File: src/logic/ota_pkg.sv
// Functional notes
// - Reset selects plain output, comparator mode
// - Assert alert when temperature exceeds upper limit
// - Comparator mode: deassert below hysteresis limit
// - Comparator mode: shutdown keeps alert state
// - Interrupt mode: any register read clears alert
// - Interrupt mode: re-arm on falling below hysteresis
// - After low event, next assert needs upper crossing
// - Interrupt mode: entering shutdown clears alert
// - Alert-pin role: answered response query clears alert
// - Config bit D7 enables alert-line role in interrupt mode
// - Alert pin is open drain only
// - Nobody uses response address as own
// - Alerting device acknowledges, returns own address
// - Returned LSB shows which limit was crossed
// - Lowest address wins; losers keep alert
// - Release alert after answering response query
// - Slave address is fixed nibble plus pins
package ota_pkg;

	// ==========================================================
	// Register map
	localparam logic [7:0]  OTA_CFG_OFF   = 8'h00; // Configuration
	localparam logic [7:0]  OTA_UPPER_OFF = 8'h04; // Upper limit
	localparam logic [7:0]  OTA_HYST_OFF  = 8'h08; // Hysteresis limit
	localparam logic [7:0]  OTA_STAT_OFF  = 8'h0c; // Alert status
	localparam logic [7:0]  OTA_TEMP_OFF  = 8'h10; // Last result

	// ==========================================================
	// Configuration fields and reset values
	localparam int          OTA_SHDN_BIT  = 0;     // Shutdown
	localparam int          OTA_INT_BIT   = 1;     // Interrupt mode
	localparam int          OTA_POL_BIT   = 2;     // Active high
	localparam int          OTA_SMBA_BIT  = 7;     // Alert-line role
	localparam logic [7:0]  OTA_CFG_RST   = 8'h00;
	localparam logic [15:0] OTA_UPPER_RST = 16'h5000;
	localparam logic [15:0] OTA_HYST_RST  = 16'h4b00;

	// ==========================================================
	// Serial bus constants
	localparam logic [6:0]  OTA_ARA_ADDR  = 7'h0c; // Response address
	localparam logic [3:0]  OTA_ADDR_HI   = 4'h9;  // Fixed upper nibble
	localparam logic [2:0]  OTA_LAST_BIT  = 3'h7;  // Index of the last bit of a byte

	// Conditioned link events as one-cycle pulses, plus data and address pin levels
	typedef struct packed {
		logic       scl_rise;
		logic       scl_fall;
		logic       start;
		logic       stop;
		logic       sda;
		logic [2:0] addr_pins;
	} ota_link_t;

	// Response-query engine states
	typedef enum logic [2:0] {
		ARA_IDLE  = 3'b000,
		ARA_ADDR  = 3'b001,
		ARA_CHECK = 3'b010,
		ARA_ACK   = 3'b011,
		ARA_SEND  = 3'b100,
		ARA_DONE  = 3'b101
	} ota_ara_st_t;

endpackage

File: src/logic/ota_link_front.sv
`timescale 1ns/10ps
module ota_link_front
	import ota_pkg::*;
(
	input  wire logic       clock,
	input  wire logic       sys_rst,
	input  wire logic       scl_i,
	input  wire logic       sda_i,
	input  wire logic [2:0] addr_pins,
	output ota_link_t       link
);

	// ==========================================================
	// Two-stage synchronisers for every pin
	logic [4:0] meta_q;   // First stage, read only by stage two
	logic [4:0] sync_q;   // Second stage
	logic       scl_d1_q; // Previous clock level
	logic       sda_d1_q; // Previous data level

	// Sample pins; idle bus reads high
	always_ff @(posedge clock) begin
		if (sys_rst) begin
			meta_q <= 5'h03;
			sync_q <= 5'h03;
		end else begin
			meta_q <= {addr_pins, sda_i, scl_i};
			sync_q <= meta_q;
		end
	end

	// Delayed copies for edge finding
	always_ff @(posedge clock) begin
		if (sys_rst) begin
			scl_d1_q <= 1'b1;
			sda_d1_q <= 1'b1;
		end else begin
			scl_d1_q <= sync_q[0];
			sda_d1_q <= sync_q[1];
		end
	end

	// ==========================================================
	// Edges and bus conditions
	// Start and stop need the clock high in both samples
	wire scl_hi = sync_q[0] & scl_d1_q;

	assign link.scl_rise  = sync_q[0] & ~scl_d1_q;
	assign link.scl_fall  = ~sync_q[0] & scl_d1_q;
	assign link.start     = scl_hi & sda_d1_q & ~sync_q[1];
	assign link.stop      = scl_hi & ~sda_d1_q & sync_q[1];
	assign link.sda       = sync_q[1];
	assign link.addr_pins = sync_q[4:2];

endmodule

File: src/logic/ota_alert_top.sv
`timescale 1ns/10ps
module ota_alert_top
	import ota_pkg::*;
#(
	parameter int TEMP_W = 16 // Width of a conversion result
)(
	input  wire logic              clock,
	input  wire logic              sys_rst,
	input  wire logic [7:0]        paddr,
	input  wire logic              psel,
	input  wire logic              penable,
	input  wire logic              pwrite,
	input  wire logic [31:0]       pwdata,
	output logic      [31:0]       prdata,
	output logic                   pready,
	output logic                   pslverr,
	input  wire logic [TEMP_W-1:0] temp_data,
	input  wire logic              temp_valid,
	input  wire logic              scl_i,
	input  wire logic              sda_i,
	output logic                   sda_o,
	output logic                   sda_oe,
	input  wire logic [2:0]        addr_pins,
	output logic                   overtemp_alert_pin_o,
	output logic                   overtemp_alert_pin_oe,
	output logic                   shutdown_o
);

	// ==========================================================
	// Elaboration check
	// Limits are kept in 16-bit registers
	if (TEMP_W < 2 || TEMP_W > 16) begin : g_bad_w
		$error("TEMP_W must lie between 2 and 16");
	end

	// ==========================================================
	// Helpers
	// Signed compare of a result against a limit
	function automatic logic ota_gt(
		input logic [TEMP_W-1:0] a,
		input logic [TEMP_W-1:0] b
	);
		ota_gt = $signed(a) > $signed(b);
	endfunction

	// Zero-extend a 16-bit field onto the data bus
	function automatic logic [31:0] ota_word(input logic [15:0] v);
		ota_word = {16'h0000, v};
	endfunction

	// ==========================================================
	// Declarations
	logic [7:0]        cfg_q;       // Configuration register
	logic [15:0]       upper_q;     // Upper temperature limit
	logic [15:0]       hyst_q;      // Hysteresis temperature limit
	logic [TEMP_W-1:0] temp_q;      // Last conversion result
	logic              active_q;    // Overtemp output, logical
	logic              active_d;
	logic              arm_low_q;   // Interrupt mode waits low
	logic              arm_low_d;
	logic              flag_q;      // Which limit was crossed
	logic              shdn_d1_q;   // Shutdown, previous cycle
	ota_link_t         link;        // Conditioned link events
	ota_ara_st_t       st_q;        // Response-query state
	ota_ara_st_t       st_d;
	logic [2:0]        cnt_q;       // Bit counter
	logic [2:0]        cnt_d;
	logic [7:0]        sh_q;        // Address / reply shifter
	logic [7:0]        sh_d;
	logic              pull_q;      // Pull data line low
	logic              pull_d;
	logic              ara_ok;      // Reply finished cleanly

	// ==========================================================
	// Link front end
	ota_link_front u_front (
		.clock     (clock),
		.sys_rst   (sys_rst),
		.scl_i     (scl_i),
		.sda_i     (sda_i),
		.addr_pins (addr_pins),
		.link      (link)
	);

	// ==========================================================
	// Register bus decode
	wire setup_ph  = psel & ~penable;
	wire acc_done  = psel & penable & pready;
	wire wr_fire   = acc_done & pwrite;
	wire rd_fire   = acc_done & ~pwrite;
	wire hit_cfg   = paddr == OTA_CFG_OFF;
	wire hit_upper = paddr == OTA_UPPER_OFF;
	wire hit_hyst  = paddr == OTA_HYST_OFF;
	wire hit_stat  = paddr == OTA_STAT_OFF;
	wire hit_temp  = paddr == OTA_TEMP_OFF;
	wire hit_any   = hit_cfg | hit_upper | hit_hyst | hit_stat
	               | hit_temp;
	// A mapped read stands in for a serial register read
	wire reg_read  = rd_fire & hit_any;

	// Configuration fields
	wire shdn    = cfg_q[OTA_SHDN_BIT];
	wire intmode = cfg_q[OTA_INT_BIT];
	wire pol_hi  = cfg_q[OTA_POL_BIT];
	wire smba_en = cfg_q[OTA_SMBA_BIT];

	// Read data mux, selected in the setup cycle
	wire [31:0] stat_word = {29'h0, arm_low_q, flag_q, active_q};
	wire [15:0] temp_ext  = 16'(temp_q);
	wire [31:0] rd_mux    =
		hit_cfg   ? {24'h0, cfg_q}     :
		hit_upper ? ota_word(upper_q)  :
		hit_hyst  ? ota_word(hyst_q)   :
		hit_stat  ? stat_word          :
		hit_temp  ? ota_word(temp_ext) : 32'h0;

	// Answer one cycle after setup; no wait states
	always_ff @(posedge clock) begin
		if (sys_rst) begin
			pready  <= 1'b0;
			prdata  <= 32'h0;
			pslverr <= 1'b0;
		end else begin
			pready  <= setup_ph;
			prdata  <= setup_ph ? rd_mux : prdata;
			pslverr <= setup_ph & ~hit_any;
		end
	end

	// ==========================================================
	// Writable registers
	// Reset gives plain output, comparator mode, running
	always_ff @(posedge clock) begin
		if (sys_rst) begin
			cfg_q   <= OTA_CFG_RST;
			upper_q <= OTA_UPPER_RST;
			hyst_q  <= OTA_HYST_RST;
		end else if (wr_fire) begin
			// Bit D7 chooses the alert-line role
			if (hit_cfg)   cfg_q   <= pwdata[7:0];
			if (hit_upper) upper_q <= pwdata[15:0];
			if (hit_hyst)  hyst_q  <= pwdata[15:0];
		end
	end

	// ==========================================================
	// Limit comparison
	// Limits are cut to the result width, high bits kept
	wire [TEMP_W-1:0] upper_lim = upper_q[15 -: TEMP_W];
	wire [TEMP_W-1:0] hyst_lim  = hyst_q[15 -: TEMP_W];
	// Conversions halt in shutdown, so results are ignored
	wire new_res  = temp_valid & ~shdn;
	wire above    = ota_gt(temp_data, upper_lim);
	wire below    = ota_gt(hyst_lim, temp_data);
	wire at_upper = ~ota_gt(upper_lim, temp_data);
	wire shdn_ent = shdn & ~shdn_d1_q;

	// Events, sampled once per finished result
	wire cmp_set = new_res & above;
	wire int_hi  = new_res & ~arm_low_q & above;
	wire int_lo  = new_res & arm_low_q & below;
	wire int_set = int_hi | int_lo;

	// Keep the latest result and the crossing flag
	always_ff @(posedge clock) begin
		if (sys_rst) begin
			temp_q    <= '0;
			flag_q    <= 1'b0;
			shdn_d1_q <= 1'b0;
		end else begin
			shdn_d1_q <= shdn;
			if (new_res) begin
				temp_q <= temp_data;
				// High at or over upper, low under hysteresis
				if (at_upper)
					flag_q <= 1'b1;
				else if (below)
					flag_q <= 1'b0;
			end
		end
	end

	// ==========================================================
	// Alert state, next value
	// A new event in the clearing cycle wins over the clear
	always_comb begin
		active_d  = active_q;
		arm_low_d = arm_low_q;
		if (!intmode) begin
			// Comparator: follow the two limits only
			arm_low_d = 1'b0;
			if (cmp_set)
				active_d = 1'b1;
			else if (new_res && below)
				active_d = 1'b0;
			// Shutdown entry leaves the state alone
		end else begin
			if (reg_read)
				active_d = 1'b0;
			if (ara_ok)
				active_d = 1'b0;
			if (shdn_ent)
				active_d = 1'b0;
			if (int_hi) begin
				active_d  = 1'b1;
				arm_low_d = 1'b1;
			end else if (int_lo) begin
				active_d  = 1'b1;
				arm_low_d = 1'b0;
			end
		end
	end

	// Alert state registers
	always_ff @(posedge clock) begin
		if (sys_rst) begin
			active_q  <= 1'b0;
			arm_low_q <= 1'b0;
		end else begin
			active_q  <= active_d;
			arm_low_q <= arm_low_d;
		end
	end

	// ==========================================================
	// Alert pin driver
	// Open drain: only pull low or release
	always_ff @(posedge clock) begin
		if (sys_rst) begin
			overtemp_alert_pin_o  <= 1'b0;
			overtemp_alert_pin_oe <= 1'b0;
			shutdown_o            <= 1'b0;
		end else begin
			overtemp_alert_pin_o  <= 1'b0;
			// Active low pulls when asserted, active high when not
			overtemp_alert_pin_oe <= active_d ^ pol_hi;
			shutdown_o            <= shdn;
		end
	end

	// ==========================================================
	// Response-query engine
	// Own address: fixed nibble then the three pins
	wire [6:0] own_addr = {OTA_ADDR_HI, link.addr_pins};
	// Answer only in the alert-line role and while alerting
	wire may_answer = smba_en & intmode & active_q;
	wire ara_match  = sh_q == {OTA_ARA_ADDR, 1'b1};
	// Lost when released high but the line reads low
	wire lost_arb   = ~pull_q & ~link.sda;

	// Next state of the byte engine
	always_comb begin
		st_d   = st_q;
		cnt_d  = cnt_q;
		sh_d   = sh_q;
		pull_d = pull_q;
		ara_ok = 1'b0;
		if (link.stop) begin
			// A stop ends any transfer
			st_d   = ARA_IDLE;
			pull_d = 1'b0;
		end else if (link.start) begin
			// Start or repeated start opens an address byte
			st_d   = ARA_ADDR;
			cnt_d  = 3'h0;
			pull_d = 1'b0;
		end else begin
			case (st_q)
				ARA_ADDR: begin
					if (link.scl_rise) begin
						sh_d  = {sh_q[6:0], link.sda};
						cnt_d = cnt_q + 3'h1;
						if (cnt_q == OTA_LAST_BIT)
							st_d = ARA_CHECK;
					end
				end
				ARA_CHECK: begin
					if (link.scl_fall) begin
						// Acknowledge the query while alerting
						if (ara_match && may_answer) begin
							pull_d = 1'b1;
							st_d   = ARA_ACK;
						end else begin
							st_d = ARA_IDLE;
						end
					end
				end
				ARA_ACK: begin
					if (link.scl_fall) begin
						// Reply: own address, crossing flag
						sh_d   = {own_addr, flag_q};
						pull_d = ~own_addr[6];
						cnt_d  = 3'h0;
						st_d   = ARA_SEND;
					end
				end
				ARA_SEND: begin
					if (link.scl_rise && lost_arb) begin
						// Back off; alert stays up
						pull_d = 1'b0;
						st_d   = ARA_IDLE;
					end else if (link.scl_rise
					             && cnt_q == OTA_LAST_BIT) begin
						ara_ok = 1'b1;
						st_d   = ARA_DONE;
					end else if (link.scl_fall) begin
						sh_d   = {sh_q[6:0], 1'b0};
						pull_d = ~sh_q[6];
						cnt_d  = cnt_q + 3'h1;
					end
				end
				ARA_DONE: begin
					// Release for the master's not-acknowledge
					if (link.scl_fall) begin
						pull_d = 1'b0;
						st_d   = ARA_IDLE;
					end
				end
				default: begin
					pull_d = 1'b0;
					st_d   = ARA_IDLE;
				end
			endcase
		end
	end

	// Byte engine registers
	always_ff @(posedge clock) begin
		if (sys_rst) begin
			st_q   <= ARA_IDLE;
			cnt_q  <= 3'h0;
			sh_q   <= 8'h00;
			pull_q <= 1'b0;
		end else begin
			st_q   <= st_d;
			cnt_q  <= cnt_d;
			sh_q   <= sh_d;
			pull_q <= pull_d;
		end
	end

	// Data line driver, open drain like the alert pin
	always_ff @(posedge clock) begin
		if (sys_rst) begin
			sda_o  <= 1'b0;
			sda_oe <= 1'b0;
		end else begin
			sda_o  <= 1'b0;
			sda_oe <= pull_d;
		end
	end

endmodule

File: config.mk
export PLATFORM = sky130hd
export DESIGN_NAME = ota_alert_top
export DESIGN_NICKNAME = d
export VERILOG_FILES = /design/src/logic/ota_pkg.sv /design/src/logic/ota_link_front.sv /design/src/logic/ota_alert_top.sv
export SDC_FILE = /design/constraint.sdc
export NUM_CORES = 1
export LEC_CHECK = 0
export ABC_AREA = 1
export BUFFER_PORTS_ARGS = -buffer_cell sky130_fd_sc_hd__buf_2
export CAP_MARGIN = 20
export CORE_MARGIN = 2
export CORE_UTILIZATION = 60
export CTS_CLUSTER_SIZE = 16
export DETAILED_ROUTE_END_ITERATION = 10
export GPL_TIMING_DRIVEN = 0
export HOLD_SLACK_MARGIN = 0.03
export PLACE_DENSITY_LB_ADDON = 0.08
export SLEW_MARGIN = 10
export SYNTH_ARGS = -nofsm -noshare
export SYNTH_HDL_FRONTEND = slang
export SYNTH_SLANG_ARGS = --single-unit
File: constraint.sdc
create_clock -name clock -period 3.4 [get_ports clock]
set_clock_uncertainty 0.2 [all_clocks]
set_input_delay 0.68 -clock clock [delete_from_list [all_inputs] [get_ports clock]]
set_output_delay 0.68 -clock clock [all_outputs]
set_load 0.02 [all_outputs]
==> results.json <==
{
  "status": "finished clean",
  "tightest_slew_ns": 0.5921,
  "worst-path-max-fanout": 4,
  "seq_area_frac_synth_pct": 39.46,
  "place_hpwl_mm": 11.14,
  "drive_gt1_share_pct": 17.72,
  "end_kind": "flip-flop",
  "antenna_cells": 0,
  "synth-edff-count": 0,
  "p_leak_nw": 2.818,
  "ys_types": 41,
  "grt_max_degree": 21,
  "maxSlewViolCount": 0,
  "timing.rr.end": "overtemp_alert_pin_oe$_SDFF_PP0_",
  "io_pins": 106,
  "antenna_found_initial": 0,
  "max_stage_delay_ns": 0.36,
  "die_h_um": 98.67,
  "cts_tree": "yes",
  "clk_pin_slew_worst_paths_ns": 0.11,
  "ctsHoldBuffers": 0,
  "die_area_mm2": 0.009736,
  "grt_pass1_wl_mm": 23.49,
  "antenna_left": 0,
  "io_buffers": 70,
  "path_cells": "buf_2 -> inv_1 -> ha_1 -> nand2_1 -> nor3_1 -> nand2_1 -> nand2_1 -> nand2_1 -> nand4_1 -> nand3_1 -> nand3_1 -> nand2_1 -> nor2_1",
  "min_to": "u_front.sync_q[2]$_SDFF_PP0_",
  "final_util_pct": 70.47,
  "start_kind": "primary input",
  "async_flop_share_pct": 0,
  "ctsRootBufferMaster": "clkbuf_8",
  "syn_area_per_cell_um2": 7.459,
  "hold_path_class": "flip-flop to flip-flop",
  "hold_path_depth": 2,
  "r2r_slack_ns": 1.15,
  "placementRows": 34,
  "powerDensity_mw_per_mm2": 462.6,
  "final_common_cell": "nand2_1",
  "arrival_ns": 2.48,
  "core_area_mm2": 0.008721,
  "hold_viol": 0,
  "drc": 0,
  "grt_pass1_vias": 5101,
  "h-tree-depth": 3,
  "cap_violations": 0,
  "rr_worst_depth": 11,
  "fin_tns_setup_ns": 0,
  "r2r_start": "hyst_lim[15]$_SDFFE_PP0P_",
  "drtIter0Drc": 405,
  "dr.pass1.iters": 7,
  "yosys_warnings": 0,
  "critPathKind": "primary input to flip-flop",
  "syn_area_mm2": 0.005378,
  "grt_overflow": 0,
  "viasPerCell": 5.647,
  "postCtsSetupBuffers": 0,
  "die_width_um": 98.67,
  "post-route-period-util_pct": 69.33,
  "maxSlewHeadroom_pct": 60.53,
  "synth_cells": 721,
  "track_usage_pct": 30.29,
  "ys.flop_type": "dfxtp_1",
  "clock_path_buffers": 2,
  "final_nets": 920,
  "rsz0062_at_grt": "no",
  "gp_congestion": 0.9544,
  "cpMostUsedCell": "nand2_1",
  "clkSinkCount": 106,
  "synth_seq_cells": 106,
  "vias": 5263,
  "fmax_mhz": 424.2,
  "synth_top_area_share_pct": 39.46,
  "cp.required_ns": 3.52,
  "cts_resized": 0,
  "finalWirelength_mm": 14.52,
  "layout_common_cells": "nand2_1 (111), dfxtp_1 (106), a21oi_1 (92), inv_1 (91), buf_2 (75)",
  "seqCellArea_mm2": 0.002122,
  "cp_slowest_cell": "ha_1",
  "setup_viol": 0,
  "synth_area_leaders": "dfxtp_1 (39%), a21oi_1 (8.6%), ha_1 (7.9%)",
  "fin_crit_ns": 2.357,
  "hp-start": "u_front.meta_q[2]$_SDFF_PP0_",
  "cts_buffers": 9,
  "clock_latency_ns": 0.39,
  "ir_drop_mv": 0.2357,
  "n_fill_cell": 765,
  "multi_input_area_mm2": 0.002701,
  "initial_core_util_pct": 61.66,
  "syn_to_final_growth_pct": 14.29,
  "wl_per_cell_um": 15.58,
  "synth_top_area_cell": "dfxtp_1"
}
## worst max path at each step
stage | start | end | slack (ns) | depth (start not counted)
floorplan | temp_data[15] | overtemp_alert_pin_oe$_SDFF_PP0_ | 1.13 | 12
global placement | temp_data[15] | overtemp_alert_pin_oe$_SDFF_PP0_ | 0.75 | 14
detailed placement | sys_rst | temp_ext[6]$_SDFFE_PP0P_ | 0.72 | 6
CTS | temp_data[15] | overtemp_alert_pin_oe$_SDFF_PP0_ | 1.11 | 13
global route | temp_data[15] | overtemp_alert_pin_oe$_SDFF_PP0_ | 0.81 | 13
finish | temp_data[15] | overtemp_alert_pin_oe$_SDFF_PP0_ | 1.04 | 13
## layer usage
metal,track usage (%),share of wire [%],vias to the layer above
li1,-,-,2575
met1,37.61,42,2429
met5,0,0,-
met2,50.92,48,212
met4,15.07,3.8,0
met3,5.177,6.3,47
## critical path: cells and delay by family
family	cells	cell delay (ns)
AND/OR/NAND/NOR	10	1.30
adder cells (fa/ha/maj)	1	0.36
buffers and inverters	2	0.13
## cells by family (layout without fill, tap and decap cells)
| kind of cell | count (synthesis) | count (layout) | share of synthesized area (%) |
|---|---|---|---|
| adders and majority gates | 34 | 34 | 7.911 |
| AOI/OAI and AO/OA | 204 | 204 | 21.94 |
| DFF | 106 | 106 | 39.46 |
| buffers and inverters | 143 | 229 | 11.49 |
| and+or+nand+nor | 233 | 233 | 19.13 |
| other | 1 | 18 | 0.06973 |
## where the power goes
part	total, mW	internal (mW)	switching [mW]
Combinational	0.610	0.226	0.384
Sequential	1.38	1.33	0.0500
Clock	0.853	0.362	0.491
## Yosys cell counts, types with 2 or more instances
cell and number:
clkbuf_1 16, o21ai_2 3, buf_1 2, nand4_1 10
o21a_1 2, buf_4 18, dfxtp_1 106, o211ai_1 11
a211oi_2 3, clkinv_1 2, nand2_1 111, or2_2 5
a311oi_1 2, o22ai_1 5, o21ai_1 3, o221ai_1 4
nor2_4 4, nor2_1 55, a211oi_1 10, a21oi_1 92
buf_2 5, a31oi_1 2, o21ai_0 61, nand2_2 6
nand3_1 30, inv_2 8, ha_1 34, nor3_1 8
inv_1 91
## sequential cells by signal, indices dropped and copies added (netlist names), 3 cells and up
signal / count
hyst_lim: 16
prdata: 16
temp_ext: 16
upper_lim: 16
cfg_q: 8
sh_q: 8
u_front.meta_q: 5
u_front.sync_q: 5
cnt_q: 3
st_q: 3
## per-stage QoR
| stage | setup WS, ns | total power [mW] | area [um^2] | std cells | hold WS, ns |
|---|---|---|---|---|---|
| 2_1_floorplan | 1.127 | 1.852 | 5441 | 738 | 0.1883 |
| 3_3_place_gp | 0.7478 | 1.978 | 5927 | 916 | 0.1899 |
| 3_5_place_dp | 0.7198 | 2.004 | 5927 | 916 | 0.1932 |
| 4_1_cts | 1.112 | 2.833 | 6146 | 932 | 0.2109 |
| 5_1_grt | 0.8145 | 2.967 | 6146 | 932 | 0.2330 |
| 6_report | 1.043 | 2.843 | 6146 | 932 | 0.2098 |
## final cells by class
type / count / area share (%)
clock buffer: 9 / 2.015
multi-input combinational: 489 / 43.95
timing repair buffer: 70 / 5.700
inverter: 101 / 6.169
tap: 108 / 2.199
buffer: 42 / 3.888
clock inverter: 7 / 1.547
sequential: 106 / 34.53
No activity file was read; power rests on OpenSTA's default activity.
